--- src/svm_pkg.sv ---
// Purpose: constants for the shared vector interrupt multiplexer
// Assumes: 32-bit AXI4-Lite register bus, byte addresses
// Notes: route table gives the source index at each flag position
package svm_pkg;
	localparam int NV = 4;
	localparam int NSRC = 14;
	localparam int NTRAP = 9;
	localparam int NTRAP_A = 3;
	localparam int STK_DEPTH = 16;
	// Register byte offsets
	localparam logic [7:0] OFS_SEL [0:3] = '{8'h00, 8'h04, 8'h08, 8'h0C};
	localparam logic [7:0] OFS_VCTL = 8'h10;
	localparam logic [7:0] OFS_TRAP = 8'h14;
	localparam logic [7:0] OFS_ISTAT = 8'h18;
	localparam logic [7:0] OFS_IMASK = 8'h1C;
	localparam logic [7:0] OFS_CORE = 8'h20;
	// Field positions and reset values
	localparam int SEL_EN_LSB = 8;
	localparam int VCTL_XFER_BIT = 4;
	localparam logic [31:0] VCTL_MASK = 32'h1F1F1F1F;
	localparam logic [15:0] SEL_RST = 16'h0000;
	localparam logic [31:0] VCTL_RST = 32'h00000000;
	localparam logic [4:0] IMASK_RST = 5'h00;
	localparam logic [3:0] LEVEL_RST = 4'h0;
	localparam logic [3:0] LEVEL_TRAP = 4'hF;
	localparam int ISTAT_TRAP_BIT = 4;
	// Trap numbers; vector location is four times the number
	localparam logic [6:0] TNUM_SHARED0 = 7'h40;
	localparam logic [6:0] TNUM_A [0:2] = '{7'h02, 7'h04, 7'h06};
	localparam logic [6:0] TNUM_B = 7'h0A;
	localparam logic [1:0] RANK_NONE = 2'h0;
	localparam logic [1:0] RANK_B = 2'h1;
	localparam logic [1:0] RANK_A = 2'h2;
	// Source indices on src_event_in
	localparam logic [3:0] S_CAN1 = 4'h0;
	localparam logic [3:0] S_CAN2 = 4'h1;
	localparam logic [3:0] S_I2C_RX = 4'h2;
	localparam logic [3:0] S_I2C_TX = 4'h3;
	localparam logic [3:0] S_I2C_ERR = 4'h4;
	localparam logic [3:0] S_SYNC_RX = 4'h5;
	localparam logic [3:0] S_SYNC_TX = 4'h6;
	localparam logic [3:0] S_SYNC_ERR = 4'h7;
	localparam logic [3:0] S_ASYN_RX = 4'h8;
	localparam logic [3:0] S_ASYN_TX = 4'h9;
	localparam logic [3:0] S_ASYN_TB = 4'hA;
	localparam logic [3:0] S_ASYN_ERR = 4'hB;
	localparam logic [3:0] S_PLL_OWD = 4'hC;
	localparam logic [3:0] S_PWM = 4'hD;
	localparam logic [3:0] S_NONE = 4'hF;
	localparam logic [3:0] ROUTE [0:3][0:7] = '{
		'{S_CAN1, S_I2C_RX, S_I2C_TX, S_SYNC_RX, S_SYNC_TX, S_ASYN_RX, S_ASYN_TX, S_ASYN_TB},
		'{S_CAN2, S_I2C_RX, S_I2C_TX, S_SYNC_RX, S_SYNC_TX, S_ASYN_RX, S_ASYN_TX, S_ASYN_TB},
		'{S_PWM, S_I2C_RX, S_I2C_TX, S_SYNC_RX, S_SYNC_TX, S_ASYN_RX, S_ASYN_TX, S_ASYN_TB},
		'{S_CAN1, S_CAN2, S_I2C_ERR, S_SYNC_ERR, S_ASYN_ERR, S_PLL_OWD, S_PWM, S_NONE}};
	localparam logic [1:0] RESP_OKAY = 2'h0;
	localparam logic [1:0] RESP_SLVERR = 2'h2;
endpackage

--- src/svm_shared_vector_irq_mux.sv ---
// Purpose: shared vector multiplexer, trap flags and branch arbitration
// Assumes: sources, traps and CPU handshake are on clk_sys_in
// Notes: one offer at a time; CPU answers with ack and later return
//
// The register offsets and register access over AXI4-Lite are this design's own decisions.
`timescale 1ns/1ns
// How it works
// - Four 16-bit select registers, one for each shared vector.
// - Select bits 15:8 are per-source enables, read and write.
// - Select bits 7:0 are per-source pending flags.
// - A flag only requests the vector when its enable is set.
// - Flags set on events even while their enable is clear.
// - Identical select, mask and flag logic for all four vectors.
// - Routing of CAN, I2C, serial and buffer events to vectors 0..3.
// - Error and PLL/watchdog events go to vector 3; PWM to 2 and 3.
// - Shared vectors use trap numbers 40h to 43h, four bytes apart.
// - Vector location equals four times the trap number.
// - Each source has flag and enable; interrupt or transfer per vector.
// - Hardware traps branch ignoring every enable, once their rank allows it.
// - Each trap sets its own bit in the trap flag register.
// - A trap pre-empts unless a trap service of equal or higher rank is running.
// - Interrupts and transfers never interrupt a trap service.
// - Sixteen levels; an interrupt only pre-empts a lower level, a trap pre-empts any interrupt.
// - Trap service forces the CPU level to 15.
module svm_shared_vector_irq_mux (
	// Clock and reset
	input wire logic clk_sys_in,
	input wire logic sys_rst_in,
	// Event sources
	input wire logic [13:0] src_event_in,
	input wire logic [8:0] trap_event_in,
	// CPU handshake
	input wire logic cpu_ack_in,
	input wire logic cpu_return_in,
	output logic branch_req_out,
	output logic [6:0] branch_trap_num_out,
	output logic [8:0] branch_vector_out,
	output logic branch_xfer_out,
	output logic [3:0] cpu_level_out,
	output logic trap_active_out,
	output logic [3:0] shared_vector_req_out,
	output logic irq_out,
	// AXI4-Lite slave
	input wire logic s_axi_awvalid_in,
	output logic s_axi_awready_out,
	input wire logic [7:0] s_axi_awaddr_in,
	input wire logic s_axi_wvalid_in,
	output logic s_axi_wready_out,
	input wire logic [31:0] s_axi_wdata_in,
	input wire logic [3:0] s_axi_wstrb_in,
	output logic s_axi_bvalid_out,
	input wire logic s_axi_bready_in,
	output logic [1:0] s_axi_bresp_out,
	input wire logic s_axi_arvalid_in,
	output logic s_axi_arready_out,
	input wire logic [7:0] s_axi_araddr_in,
	output logic s_axi_rvalid_out,
	input wire logic s_axi_rready_in,
	output logic [31:0] s_axi_rdata_out,
	output logic [1:0] s_axi_rresp_out
);
	logic [15:0] sel_q [0:3], sel_d [0:3];
	logic [31:0] vctl_q, vctl_d;
	logic [8:0] tflag_q, tflag_d, tpend_q, tpend_d;
	logic [4:0] istat_q, istat_d, imask_q, imask_d, sp_q, sp_d;
	logic irq_q, irq_d;
	logic [3:0] served_q, served_d, vreq_q, vreq_d, vnow, vnew, lvl_q, lvl_d;
	logic [3:0] stk_lvl_q [0:15], stk_lvl_d [0:15];
	logic [1:0] stk_rank_q [0:15], stk_rank_d [0:15];
	logic of_v_q, of_v_d, of_trap_q, of_trap_d, of_x_q, of_x_d;
	logic [6:0] of_num_q, of_num_d, t_num;
	logic [3:0] of_lvl_q, of_lvl_d, i_lvl, lv, sel_wr;
	logic [1:0] of_rank_q, of_rank_d, of_idx_q, of_idx_d, rank_q, rank_d, t_rank, i_idx;
	logic awr_q, awr_d, awh_q, awh_d, wr_q, wr_d, wh_q, wh_d;
	logic [7:0] awa_q, awa_d;
	logic [31:0] wdat_q, wdat_d, rdat_q, rdat_d, rd_mux;
	logic [3:0] wstb_q, wstb_d;
	logic bv_q, bv_d, arr_q, arr_d, rv_q, rv_d;
	logic [1:0] bresp_q, bresp_d, rresp_q, rresp_d;
	logic wr_fire, ar_take, take, hit, t_ok, i_ok, t_v, i_v, full, rd_ok, wr_ok;

	assign wr_fire = awh_q && wh_q && !bv_q;
	assign ar_take = s_axi_arvalid_in && arr_q;
	assign take = of_v_q && cpu_ack_in;
	assign full = (sp_q == 5'(svm_pkg::STK_DEPTH));

	always_comb
	begin
		// Bus handshakes: address and data are caught in either order
		awh_d = wr_fire ? 1'b0 : (awh_q || (s_axi_awvalid_in && awr_q));
		wh_d = wr_fire ? 1'b0 : (wh_q || (s_axi_wvalid_in && wr_q));
		awr_d = !awh_d;
		wr_d = !wh_d;
		awa_d = (s_axi_awvalid_in && awr_q) ? s_axi_awaddr_in : awa_q;
		wdat_d = (s_axi_wvalid_in && wr_q) ? s_axi_wdata_in : wdat_q;
		wstb_d = (s_axi_wvalid_in && wr_q) ? s_axi_wstrb_in : wstb_q;
		for (int v = 0; v < svm_pkg::NV; v++)
			sel_wr[v] = wr_fire && (awa_q[7:2] == svm_pkg::OFS_SEL[v][7:2]);
		// Registers fill one run of words, select 0 up to core status
		wr_ok = (awa_q[7:2] <= svm_pkg::OFS_CORE[7:2]);
		bv_d = wr_fire ? 1'b1 : (bv_q && !s_axi_bready_in);
		bresp_d = wr_fire ? (wr_ok ? svm_pkg::RESP_OKAY : svm_pkg::RESP_SLVERR) : bresp_q;

		// Same structure for every shared vector; flag set beats clear
		for (int v = 0; v < svm_pkg::NV; v++)
		begin
			sel_d[v] = sel_q[v];
			vnew[v] = 1'b0;
			hit = 1'b0;
			vnow[v] = |(sel_q[v][15:8] & sel_q[v][7:0]);
			for (int b = 0; b < 8; b++)
			begin
				if (svm_pkg::ROUTE[v][b] == svm_pkg::S_NONE)
				begin
					sel_d[v][b] = 1'b0;
					sel_d[v][b + svm_pkg::SEL_EN_LSB] = 1'b0;
				end
				else
				begin
					hit = src_event_in[svm_pkg::ROUTE[v][b]];
					if (sel_wr[v] && wstb_q[1])
						sel_d[v][b + 8] = wdat_q[b + 8];
					if (hit)
						sel_d[v][b] = 1'b1;
					else if (sel_wr[v] && wstb_q[0] && !wdat_q[b])
						sel_d[v][b] = 1'b0;
					if (hit && sel_q[v][b + 8])
						vnew[v] = 1'b1;
				end
			end
			vreq_d[v] = |(sel_d[v][15:8] & sel_d[v][7:0]);
		end

		vctl_d = vctl_q;
		imask_d = imask_q;
		tflag_d = tflag_q;
		if (wr_fire && awa_q[7:2] == svm_pkg::OFS_VCTL[7:2])
			for (int k = 0; k < 4; k++)
				if (wstb_q[k])
					vctl_d[k*8 +: 8] = wdat_q[k*8 +: 8] & svm_pkg::VCTL_MASK[k*8 +: 8];
		if (wr_fire && wstb_q[0] && awa_q[7:2] == svm_pkg::OFS_IMASK[7:2])
			imask_d = wdat_q[4:0];
		for (int t = 0; t < svm_pkg::NTRAP; t++)
		begin
			if (trap_event_in[t])
				tflag_d[t] = 1'b1;
			else if (wr_fire && wstb_q[t / 8] && !wdat_q[t]
				&& awa_q[7:2] == svm_pkg::OFS_TRAP[7:2])
				tflag_d[t] = 1'b0;
		end

		// Read mux; status clears on read, new events still land
		rd_ok = (s_axi_araddr_in[7:2] <= svm_pkg::OFS_CORE[7:2]);
		rd_mux = 32'h00000000;
		if (s_axi_araddr_in[7:2] == svm_pkg::OFS_VCTL[7:2])
			rd_mux = vctl_q;
		else if (s_axi_araddr_in[7:2] == svm_pkg::OFS_TRAP[7:2])
			rd_mux = {23'h000000, tflag_q};
		else if (s_axi_araddr_in[7:2] == svm_pkg::OFS_ISTAT[7:2])
			rd_mux = {27'h0000000, istat_q};
		else if (s_axi_araddr_in[7:2] == svm_pkg::OFS_IMASK[7:2])
			rd_mux = {27'h0000000, imask_q};
		else if (s_axi_araddr_in[7:2] == svm_pkg::OFS_CORE[7:2])
			rd_mux = {17'h00000, vnow, sp_q, rank_q, lvl_q};
		else
			for (int v = 0; v < svm_pkg::NV; v++)
				if (s_axi_araddr_in[7:2] == svm_pkg::OFS_SEL[v][7:2])
					rd_mux = {16'h0000, sel_q[v]};
		arr_d = ar_take ? 1'b0 : ((rv_q && s_axi_rready_in) ? 1'b1 : arr_q);
		rv_d = ar_take ? 1'b1 : (rv_q && !s_axi_rready_in);
		rdat_d = ar_take ? rd_mux : rdat_q;
		rresp_d = ar_take ? (rd_ok ? svm_pkg::RESP_OKAY : svm_pkg::RESP_SLVERR) : rresp_q;
		istat_d = istat_q;
		if (ar_take && s_axi_araddr_in[7:2] == svm_pkg::OFS_ISTAT[7:2])
			istat_d = 5'h00;
		istat_d = istat_d | {|trap_event_in, vnew};
		irq_d = |(istat_d & imask_d);

		// Trap candidate: class A in index order, then the shared class B
		t_v = 1'b0;
		t_num = svm_pkg::TNUM_B;
		t_rank = svm_pkg::RANK_NONE;
		if (|tpend_q[8:3])
		begin
			t_v = 1'b1;
			t_rank = svm_pkg::RANK_B;
		end
		for (int a = svm_pkg::NTRAP_A - 1; a >= 0; a--)
			if (tpend_q[a])
			begin
				t_v = 1'b1;
				t_num = svm_pkg::TNUM_A[a];
				t_rank = svm_pkg::RANK_A;
			end
		t_ok = t_v && (t_rank > rank_q) && !full;

		// Interrupt candidate: highest level above the CPU, lowest index on ties
		i_v = 1'b0;
		i_idx = 2'h0;
		i_lvl = 4'h0;
		for (int v = svm_pkg::NV - 1; v >= 0; v--)
		begin
			lv = vctl_q[v*8 +: 4];
			if (vnow[v] && !served_q[v] && lv > lvl_q && (!i_v || lv >= i_lvl))
			begin
				i_v = 1'b1;
				i_idx = 2'(v);
				i_lvl = lv;
			end
		end
		i_ok = i_v && (rank_q == svm_pkg::RANK_NONE)
			&& (vctl_q[i_idx*8 + svm_pkg::VCTL_XFER_BIT] || !full);

		// Offer is withheld in the cycle after a take: it was built on stale state
		of_v_d = (t_ok || i_ok) && !take;
		of_trap_d = t_ok;
		of_num_d = t_ok ? t_num : (svm_pkg::TNUM_SHARED0 + {5'h00, i_idx});
		of_lvl_d = t_ok ? svm_pkg::LEVEL_TRAP : i_lvl;
		of_rank_d = t_rank;
		of_idx_d = i_idx;
		of_x_d = !t_ok && vctl_q[i_idx*8 + svm_pkg::VCTL_XFER_BIT];

		// Return pops first, so a take in the same cycle nests on the result
		lvl_d = lvl_q;
		rank_d = rank_q;
		sp_d = sp_q;
		stk_lvl_d = stk_lvl_q;
		stk_rank_d = stk_rank_q;
		tpend_d = tpend_q;
		served_d = served_q;
		if (cpu_return_in && sp_q != 5'h00)
		begin
			sp_d = sp_q - 5'h01;
			lvl_d = stk_lvl_q[sp_d[3:0]];
			rank_d = stk_rank_q[sp_d[3:0]];
		end
		if (take && !(of_x_q && !of_trap_q) && sp_d != 5'(svm_pkg::STK_DEPTH))
		begin
			stk_lvl_d[sp_d[3:0]] = lvl_d;
			stk_rank_d[sp_d[3:0]] = rank_d;
			sp_d = sp_d + 5'h01;
			lvl_d = of_lvl_q;
			if (of_trap_q)
				rank_d = of_rank_q;
		end
		if (take && of_trap_q)
		begin
			if (of_rank_q == svm_pkg::RANK_B)
				tpend_d[8:3] = 6'h00;
			else
				for (int a = 0; a < svm_pkg::NTRAP_A; a++)
					if (svm_pkg::TNUM_A[a] == of_num_q)
						tpend_d[a] = 1'b0;
		end
		tpend_d = tpend_d | trap_event_in;
		for (int v = 0; v < svm_pkg::NV; v++)
		begin
			if (take && !of_trap_q && of_idx_q == 2'(v))
				served_d[v] = 1'b1;
			if (vnew[v] || !vnow[v])
				served_d[v] = 1'b0;
		end
	end

	always_ff @(posedge clk_sys_in or posedge sys_rst_in)
	begin
		if (sys_rst_in)
		begin
			for (int v = 0; v < svm_pkg::NV; v++)
				sel_q[v] <= svm_pkg::SEL_RST;
			for (int s = 0; s < svm_pkg::STK_DEPTH; s++)
			begin
				stk_lvl_q[s] <= svm_pkg::LEVEL_RST;
				stk_rank_q[s] <= svm_pkg::RANK_NONE;
			end
			vctl_q <= svm_pkg::VCTL_RST;
			tflag_q <= 9'h000;
			tpend_q <= 9'h000;
			istat_q <= 5'h00;
			imask_q <= svm_pkg::IMASK_RST;
			irq_q <= 1'b0;
			served_q <= 4'h0;
			vreq_q <= 4'h0;
			lvl_q <= svm_pkg::LEVEL_RST;
			rank_q <= svm_pkg::RANK_NONE;
			sp_q <= 5'h00;
			of_v_q <= 1'b0;
			of_trap_q <= 1'b0;
			of_x_q <= 1'b0;
			of_num_q <= 7'h00;
			of_lvl_q <= 4'h0;
			of_rank_q <= 2'h0;
			of_idx_q <= 2'h0;
			awr_q <= 1'b1;
			awh_q <= 1'b0;
			wr_q <= 1'b1;
			wh_q <= 1'b0;
			awa_q <= 8'h00;
			wdat_q <= 32'h00000000;
			wstb_q <= 4'h0;
			bv_q <= 1'b0;
			bresp_q <= 2'h0;
			arr_q <= 1'b1;
			rv_q <= 1'b0;
			rdat_q <= 32'h00000000;
			rresp_q <= 2'h0;
		end
		else
		begin
			sel_q <= sel_d;
			stk_lvl_q <= stk_lvl_d;
			stk_rank_q <= stk_rank_d;
			vctl_q <= vctl_d;
			tflag_q <= tflag_d;
			tpend_q <= tpend_d;
			istat_q <= istat_d;
			imask_q <= imask_d;
			irq_q <= irq_d;
			served_q <= served_d;
			vreq_q <= vreq_d;
			lvl_q <= lvl_d;
			rank_q <= rank_d;
			sp_q <= sp_d;
			of_v_q <= of_v_d;
			of_trap_q <= of_trap_d;
			of_x_q <= of_x_d;
			of_num_q <= of_num_d;
			of_lvl_q <= of_lvl_d;
			of_rank_q <= of_rank_d;
			of_idx_q <= of_idx_d;
			awr_q <= awr_d;
			awh_q <= awh_d;
			wr_q <= wr_d;
			wh_q <= wh_d;
			awa_q <= awa_d;
			wdat_q <= wdat_d;
			wstb_q <= wstb_d;
			bv_q <= bv_d;
			bresp_q <= bresp_d;
			arr_q <= arr_d;
			rv_q <= rv_d;
			rdat_q <= rdat_d;
			rresp_q <= rresp_d;
		end
	end

	assign branch_req_out = of_v_q;
	assign branch_trap_num_out = of_num_q;
	assign branch_vector_out = {of_num_q, 2'b00};
	assign branch_xfer_out = of_x_q;
	assign cpu_level_out = lvl_q;
	assign trap_active_out = (rank_q != svm_pkg::RANK_NONE);
	assign shared_vector_req_out = vreq_q;
	assign irq_out = irq_q;
	assign s_axi_awready_out = awr_q;
	assign s_axi_wready_out = wr_q;
	assign s_axi_bvalid_out = bv_q;
	assign s_axi_bresp_out = bresp_q;
	assign s_axi_arready_out = arr_q;
	assign s_axi_rvalid_out = rv_q;
	assign s_axi_rdata_out = rdat_q;
	assign s_axi_rresp_out = rresp_q;

	AST_CAN1_TWO_VECTORS: assert property (@(posedge clk_sys_in) disable iff (sys_rst_in)
		src_event_in[0] && !src_event_in[1] && !sel_q[1][0]
		|=> sel_q[0][0] && sel_q[3][0] && !sel_q[1][0])
		else $error("first CAN event did not flag vectors 0 and 3 only");
	AST_PWM_FLAG_MASKED: assert property (@(posedge clk_sys_in) disable iff (sys_rst_in)
		src_event_in[13] |=> sel_q[2][0] && sel_q[3][6])
		else $error("PWM event lost on vectors 2 or 3");
	AST_REQ_IS_FLAG_AND_EN: assert property (@(posedge clk_sys_in) disable iff (sys_rst_in)
		shared_vector_req_out[3] == |(sel_q[3][15:8] & sel_q[3][7:0]))
		else $error("vector 3 request differs from flag and enable");
	AST_FLAG_STICKY: assert property (@(posedge clk_sys_in) disable iff (sys_rst_in)
		sel_q[1][0] && !sel_wr[1] |=> sel_q[1][0])
		else $error("flag dropped without a software write");
	AST_TRAP_FLAG_SET: assert property (@(posedge clk_sys_in) disable iff (sys_rst_in)
		trap_event_in[5] |=> tflag_q[5] && tpend_q[5])
		else $error("trap event did not set its flag");
	AST_NMI_BRANCH: assert property (@(posedge clk_sys_in) disable iff (sys_rst_in)
		trap_event_in == 9'h001 && tpend_q == 9'h000 && rank_q == 2'h0 && sp_q < 5'h0E
		|-> ##[2:4] (branch_req_out && of_trap_q && branch_trap_num_out == 7'h02))
		else $error("non-maskable trap not offered in time");
	AST_TRAP_LEVEL_15: assert property (@(posedge clk_sys_in) disable iff (sys_rst_in)
		take && of_trap_q && !cpu_return_in |=> cpu_level_out == 4'hF && trap_active_out)
		else $error("trap service did not force level 15");
	AST_NO_IRQ_IN_TRAP: assert property (@(posedge clk_sys_in) disable iff (sys_rst_in)
		trap_active_out |-> !(branch_req_out && !of_trap_q))
		else $error("interrupt offered during trap service");
	AST_HIGHER_ONLY: assert property (@(posedge clk_sys_in) disable iff (sys_rst_in)
		branch_req_out && !of_trap_q |-> of_lvl_q > cpu_level_out)
		else $error("interrupt offered at or below CPU level");
	AST_SHARED_NUMBER: assert property (@(posedge clk_sys_in) disable iff (sys_rst_in)
		branch_req_out && !of_trap_q |-> branch_vector_out == 9'h100 + {5'h00, of_idx_q, 2'b00})
		else $error("shared vector location wrong");
endmodule

--- config.mk ---
export PLATFORM = sky130hd
export DESIGN_NAME = svm_shared_vector_irq_mux
export DESIGN_NICKNAME = d
export VERILOG_FILES = /design/src/svm_pkg.sv /design/src/svm_shared_vector_irq_mux.sv
export SDC_FILE = /design/constraint.sdc
export NUM_CORES = 1
export LEC_CHECK = 0
export ABC_CLOCK_PERIOD_IN_PS = 21500
export CAP_MARGIN = 10
export CORE_ASPECT_RATIO = 1.5
export CORE_MARGIN = 2
export CORE_UTILIZATION = 35
export CTS_CLUSTER_SIZE = 25
export DETAILED_ROUTE_END_ITERATION = 8
export DONT_BUFFER_PORTS = 1
export PLACE_DENSITY = 0.57
export SYNTH_ARGS = -nofsm -noshare
export SYNTH_HDL_FRONTEND = slang
export SYNTH_SLANG_ARGS = --single-unit
export TNS_END_PERCENT = 10
--- constraint.sdc ---
create_clock -name clk_sys_in -period 21.5 [get_ports clk_sys_in]
set_clock_uncertainty 0.15 [all_clocks]
set_input_delay 5.375 -clock clk_sys_in [delete_from_list [all_inputs] [get_ports clk_sys_in]]
set_output_delay 5.375 -clock clk_sys_in [all_outputs]
set_load 0.02 [all_outputs]
# Yosys cells after proc, flatten, opt, wreduce, memory -nomap -nowiden

Index checks and enable logic that the tools add are counted.

Logic and storage cells: 566
Bits in registers: 328
Output and inout port bits: 69

Reduce and logical (&&, ||, !) cells: 210
Equality and inequality tests: 23
Order comparisons: 14
Multiplexer cells: 221
Add/subtract/negate cells: 4
Bitwise gates (word level): 13

Operators with widths:

| operator           | number |
|---|---|
| $mux 32            | 8 |
| $mux 1             | 169 |
| $logic_and 1x1->1  | 134 |
| $bwmux 64          | 1 |
| $reduce_or 8->1    | 8 |
| $and 8x8->8        | 6 |
| $mux 4             | 11 |
| $eq 6x3->1 const B | 7 |
| $bwmux 32          | 1 |
| $logic_not 1->1    | 30 |
| $mux 2             | 15 |
| $reduce_bool 2->1  | 15 |
| $eq 6x2->1 const B | 4 |
| $mux 7             | 3 |
| $mux 5             | 4 |
| $bmux 4 s4         | 1 |
| $demux 4 s4        | 1 |
| $gt 4x4->1         | 4 |
| $mux 16            | 1 |
| $and 7x7->7        | 2 |
| $eq 3x7->1 const A | 2 |
| $eq 6x1->1 const B | 2 |
| $ge 4x4->1         | 3 |
| $le 6x4->1 const B | 2 |
| other kinds (32)   | 51 |

# Longest topological paths before layout

Depth in word-level cells: 24
Gate-level depth with buffers: 28
Gate-level depth less buffers: 26

# Worst setup path after synthesis

No wires, ideal clock.

Path type: input -> register
Start: in cpu_return_in
End: reg stk_lvl_q[48] in the netlist's numbering
Path slack: 14.063 ns
Path buffers: 2
Cell stages on the path: 9
Arrival: 7.162 ns
Cells stage by stage: o21ai_1 > buf_2 > nor2_1 > a21oi_1 > ha_1 > a31oi_2 > buf_4 > nand3_2 > mux2_2

Cells in the longest elaborated chain, start to end: 8
Elaborated cells between the ends (all ways): 12
Classes of those cells: 2 x order compare; 1 x eq/ne; 5 x mux; 1 x bitwise; 3 x reduce/logical

RTL lines:

| item                                                                  | RTL line                         | source |
|---|---|---|
| start, declared                                                       | svm_shared_vector_irq_mux.sv:34  | `input wire logic cpu_return_in,` |
| $logic_and 1x1->1 (*)                                                 | svm_shared_vector_irq_mux.sv:231 | `if (cpu_return_in && sp_q != 5'h00)` |
| $mux 5                                                                | svm_shared_vector_irq_mux.sv:231 |  |
| $not 4->5 (implied by the code)                                       | svm_shared_vector_irq_mux.sv:239 | `stk_lvl_d[sp_d[3:0]] = lvl_d;` |
| $ge 5x5->1 (implied by the code) / $lt 5x1->1 (equally long branches) | svm_shared_vector_irq_mux.sv:239 |  |
| $logic_and 1x1->1 (implied by the code)                               | svm_shared_vector_irq_mux.sv:239 |  |
| $mux 4 (implied by the code)                                          | svm_shared_vector_irq_mux.sv:239 |  |
| $demux 4 s4                                                           | svm_shared_vector_irq_mux.sv:239 |  |
| $bwmux 64                                                             | svm_shared_vector_irq_mux.sv:239 |  |
| end signal, assigned by index                                         | svm_shared_vector_irq_mux.sv:273 | `stk_lvl_q[s] <= svm_pkg::LEVEL_RST;` |
| end signal, assigned                                                  | svm_shared_vector_irq_mux.sv:311 | `stk_lvl_q <= stk_lvl_d;` |
| end, declared                                                         | svm_shared_vector_irq_mux.sv:68  | `logic [3:0] stk_lvl_q [0:15], stk_lvl_d [0:15];` |

Every way passes the cells marked *; elsewhere a longest branch is shown, timed or not.
A chain may end at the register's enable or synchronous reset.

# Worst setup path after layout

Start: in cpu_return_in
End: reg stk_rank_q[28] in the netlist's numbering

Cells in the longest elaborated chain, start to end: 8
Elaborated cells between the ends (all ways): 12
Classes of those cells: 2 x order compare; 1 x eq/ne; 5 x mux; 1 x bitwise; 3 x reduce/logical

RTL lines:

| item                                                                  | RTL line                         | source |
|---|---|---|
| $logic_and 1x1->1 (*)                                                 | svm_shared_vector_irq_mux.sv:231 |  |
| $mux 5                                                                | svm_shared_vector_irq_mux.sv:231 |  |
| $not 4->5 (implied by the code)                                       | svm_shared_vector_irq_mux.sv:240 | `stk_rank_d[sp_d[3:0]] = rank_d;` |
| $ge 5x5->1 (implied by the code) / $lt 5x1->1 (equally long branches) | svm_shared_vector_irq_mux.sv:240 |  |
| $logic_and 1x1->1 (implied by the code)                               | svm_shared_vector_irq_mux.sv:240 |  |
| $mux 2 (implied by the code)                                          | svm_shared_vector_irq_mux.sv:240 |  |
| $demux 2 s4                                                           | svm_shared_vector_irq_mux.sv:240 |  |
| $bwmux 32                                                             | svm_shared_vector_irq_mux.sv:240 |  |
| end signal, assigned by index                                         | svm_shared_vector_irq_mux.sv:274 | `stk_rank_q[s] <= svm_pkg::RANK_NONE;` |
| end signal, assigned                                                  | svm_shared_vector_irq_mux.sv:312 | `stk_rank_q <= stk_rank_d;` |
| end, declared                                                         | svm_shared_vector_irq_mux.sv:69  | `logic [1:0] stk_rank_q [0:15], stk_rank_d [0:15];` |

Marks and branches as above.

==> impl_metrics.yaml <==
pwr:
  seqPwrFrac_pct: 40.9
  clkPwrFrac_pct: 24.7
  switching_share_pct: 37.8
  powerDensity_nw_per_um2: 141
  ir_drop_v: 0.0000716
  p_comb_share_pct: 34.4
  intPower_mw: 1.48
  p_sw_mw: 0.898
  leakagePower_nw: 7.18
route:
  final_antenna_net_count: 0
  drtIter0Drc: 483
  drtPass1Iterations: 5
  drc: 0
  vias_per_cell: 5.54
  drt_wl_total_mm: 43.0
  vias: 9953
  avgRoutedWirePerCell_um: 23.9
clock_tree:
  clk_latency_ns: 0.53
  cts_buffer_depth: 3
  h-tree-depth: 2
  numCtsBuffers: 34
  postCtsHoldBufs: 0
  clk_pin_slew_worst_paths_ns: 0.06
  ctsResizeCount: 0
  clock_sinks: 313
  clock-root-buffer: "clkbuf_16"
  cts_tree: "built"
  postCtsSetupBuffers: 0
grt:
  grt_pass1_vias: 10400
  grt_pass1_wl_mm: 65.1
  overflow: 0
  grt_max_degree: 93
  grtUsageTotal_pct: 19.2
  antenna_found_initial: 0
worst_setup_path:
  path_buf_inv: 0
  worst-setup-path-type: "in2reg"
  critical-path-top-delay-family: "compound AO/OA/AOI/OAI gates"
  cp-start-kind: "primary input"
  crit_arrival_ns: 8.02
  cp_max_fo: 15
  required_ns: 21.75
  slowest_delay_ns: 0.60
  end_kind: "flip-flop"
  cp_slowest_cell: "a31oi_2"
  path_cells: "o21ai_1 > xnor2_1 > ha_1 > a31oi_2 > nand3_1 > mux2_2"
logic_synthesis:
  syn_inst: 1202
  syn_area_per_cell_um2: 12.6
  synth_edf_count: 0
  yosysWarnings: 0
  synth-compound-area-share_pct: 10.4
  synth_fa_ha_area_share_pct: 2.90
  synthDistinctLibCells: 73
  synth-xor-area-share_pct: 0.455
  synth_async_sr_flop_share_pct: 100
  synth.area.mux_share_pct: 22.6
  synth_ff_type: "dfrtp_1"
  synth_seq_cells: 313
  ys_seq_area_share_pct: 51.8
  yosys.area_share.simple_pct: 8.79
  syn_area_um2: 15100
  synth_top_family_by_area: "multiplexers"
run_status:
  status: "finished clean"
cells_and_area:
  antenna_cells: 0
  fin_area_um2: 16800
  fin_util_pct: 39.3
  final_common_cell: "dfrtp_1"
  area_growth_pct: 11.2
  drive_gt1_share_pct: 28.0
  mostFrequentLayoutCells: "dfrtp_1 (310), mux2_2 (214), nand2_1 (84)"
  nNetsFinal: 1326
timing:
  finalCritPeriodShare_pct: 36.1
  worstMarginPinSlew_ns: 1.18
  setup_viol: 0
  timing.setup.tns_ns: 0
  min_period_ns: 7.77
  final_hold_viol_count: 0
  max_freq_ghz: 0.129
  relSlewSlack_pct: 21.2
  maxSlewViolCount: 0
  rsz0062_at_grt: "no"
placement:
  hpwl_mm: 32.3
  gp_congestion: 0.930
  io_buffer_count: 0
  postPlaceCellArea_um2: 15700
floorplan:
  dieWidth_um: 174
  fp-row-count: 93
  die_h_um: 259
  die-area_um2: 44900
  initial_core_util_pct: 35.3
  io_pins: 153
  core_region_area_um2: 42800
flow_run:
  max_cap_viol_count: 0
hold_path:
  worstHoldPathType: "reg2reg"
cell families after synthesis:
kind of cell,after synthesis
flops,313
mux,264
simple gates,246
compound gates,241
buf+inv,95
fa+ha+maj,35
xor+xnor,7
other cells,1
worst paths after layout:
check,start,endpoint,slack (ns),depth (start not counted)
min in group asynchronous,sys_rst_in,stk_rank_q[21],4.64,1
worst min-delay path,tpend_q[8],tpend_q[8],0.33,1
worst max register to register,cpu_level_out[2],branch_trap_num_out[1],14.33,24
worst min register to register,tpend_q[8],tpend_q[8],0.33,1
max in group asynchronous,sys_rst_in,sel_q[39],14.38,3
worst max-delay path,cpu_return_in,stk_rank_q[28],13.73,6
cell usage after synthesis, drive strengths merged, types with 6 or more instances:
cell type / instances / share of area (%)
o211ai: 7 / 0.38
mux2i: 10 / 0.66
nand2: 87 / 2.2
nand4: 6 / 0.25
inv: 36 / 0.89
nor2b: 10 / 0.41
nand3: 15 / 0.60
dfrtp: 310 / 51
nand2b: 43 / 1.8
a22o: 17 / 0.98
nor3: 18 / 0.63
mux4: 40 / 6.0
a21oi: 27 / 0.89
o21ai: 91 / 3.0
a21o: 17 / 0.84
a221oi: 6 / 0.35
clkbuf: 19 / 0.47
ha: 35 / 2.9
nor2: 29 / 0.77
buf: 40 / 1.6
mux2: 214 / 16
a22oi: 37 / 1.8
a31oi: 6 / 0.29
layer usage:
layer	GRT usage (%)	vias up	wire length (µm)	share of wire, %
li1	-	4435	-	-
met3	3.87	109	2360	5.5
met1	19.5	5088	14800	34
met2	36.9	321	23500	55
met4	9.97	0	2320	5.4
met5	0	-	0	0
metrics by stage:
step | setup slack, ns | cells | total power [mW] | hold WS [ns]
6_report | 13.73 | 1798 | 2.38 | 0.326
5_1_grt | 13.47 | 1798 | 2.50 | 0.329
4_1_cts | 13.73 | 1797 | 2.40 | 0.325
3_5_place_dp | 13.17 | 1740 | 1.80 | 0.317
3_3_place_gp | 13.24 | 1740 | 1.78 | 0.308
2_1_floorplan | 7.32 | 1215 | 1.51 | 0.282
state kept, by name, summed over array words and instances, names as in the netlist, 6 cells and up:
register and cells:
wdat_q 26, awa_q 6, tflag_q 9, stk_rank_q 32, s_axi_rdata_out 26, tpend_q 9, sel_q 62, vctl_q 20
stk_lvl_q 64
power groups by stage:
| stage | Sequential (mW) | Combinational [mW] | Clock, mW |
|---|---|---|---|
| 2_1_floorplan | 0.878 | 0.631 | 0 |
| 3_3_place_gp | 0.975 | 0.803 | 0 |
| 3_5_place_dp | 0.981 | 0.819 | 0 |
| 4_1_cts | 0.970 | 0.823 | 0.602 |
| 5_1_grt | 0.990 | 0.891 | 0.623 |
| 6_report | 0.972 | 0.817 | 0.587 |
final cells by class:
cell class / instances / area (µm²)
sequential: 313 / 7840
timing repair buffer: 15 / 116
fill: 4166 / 26000
multi-input combinational: 807 / 6900
inverter: 36 / 143
tap: 570 / 713
clock inverter: 7 / 120
clock buffer: 50 / 982
No activity file was read; power rests on OpenSTA's default activity.
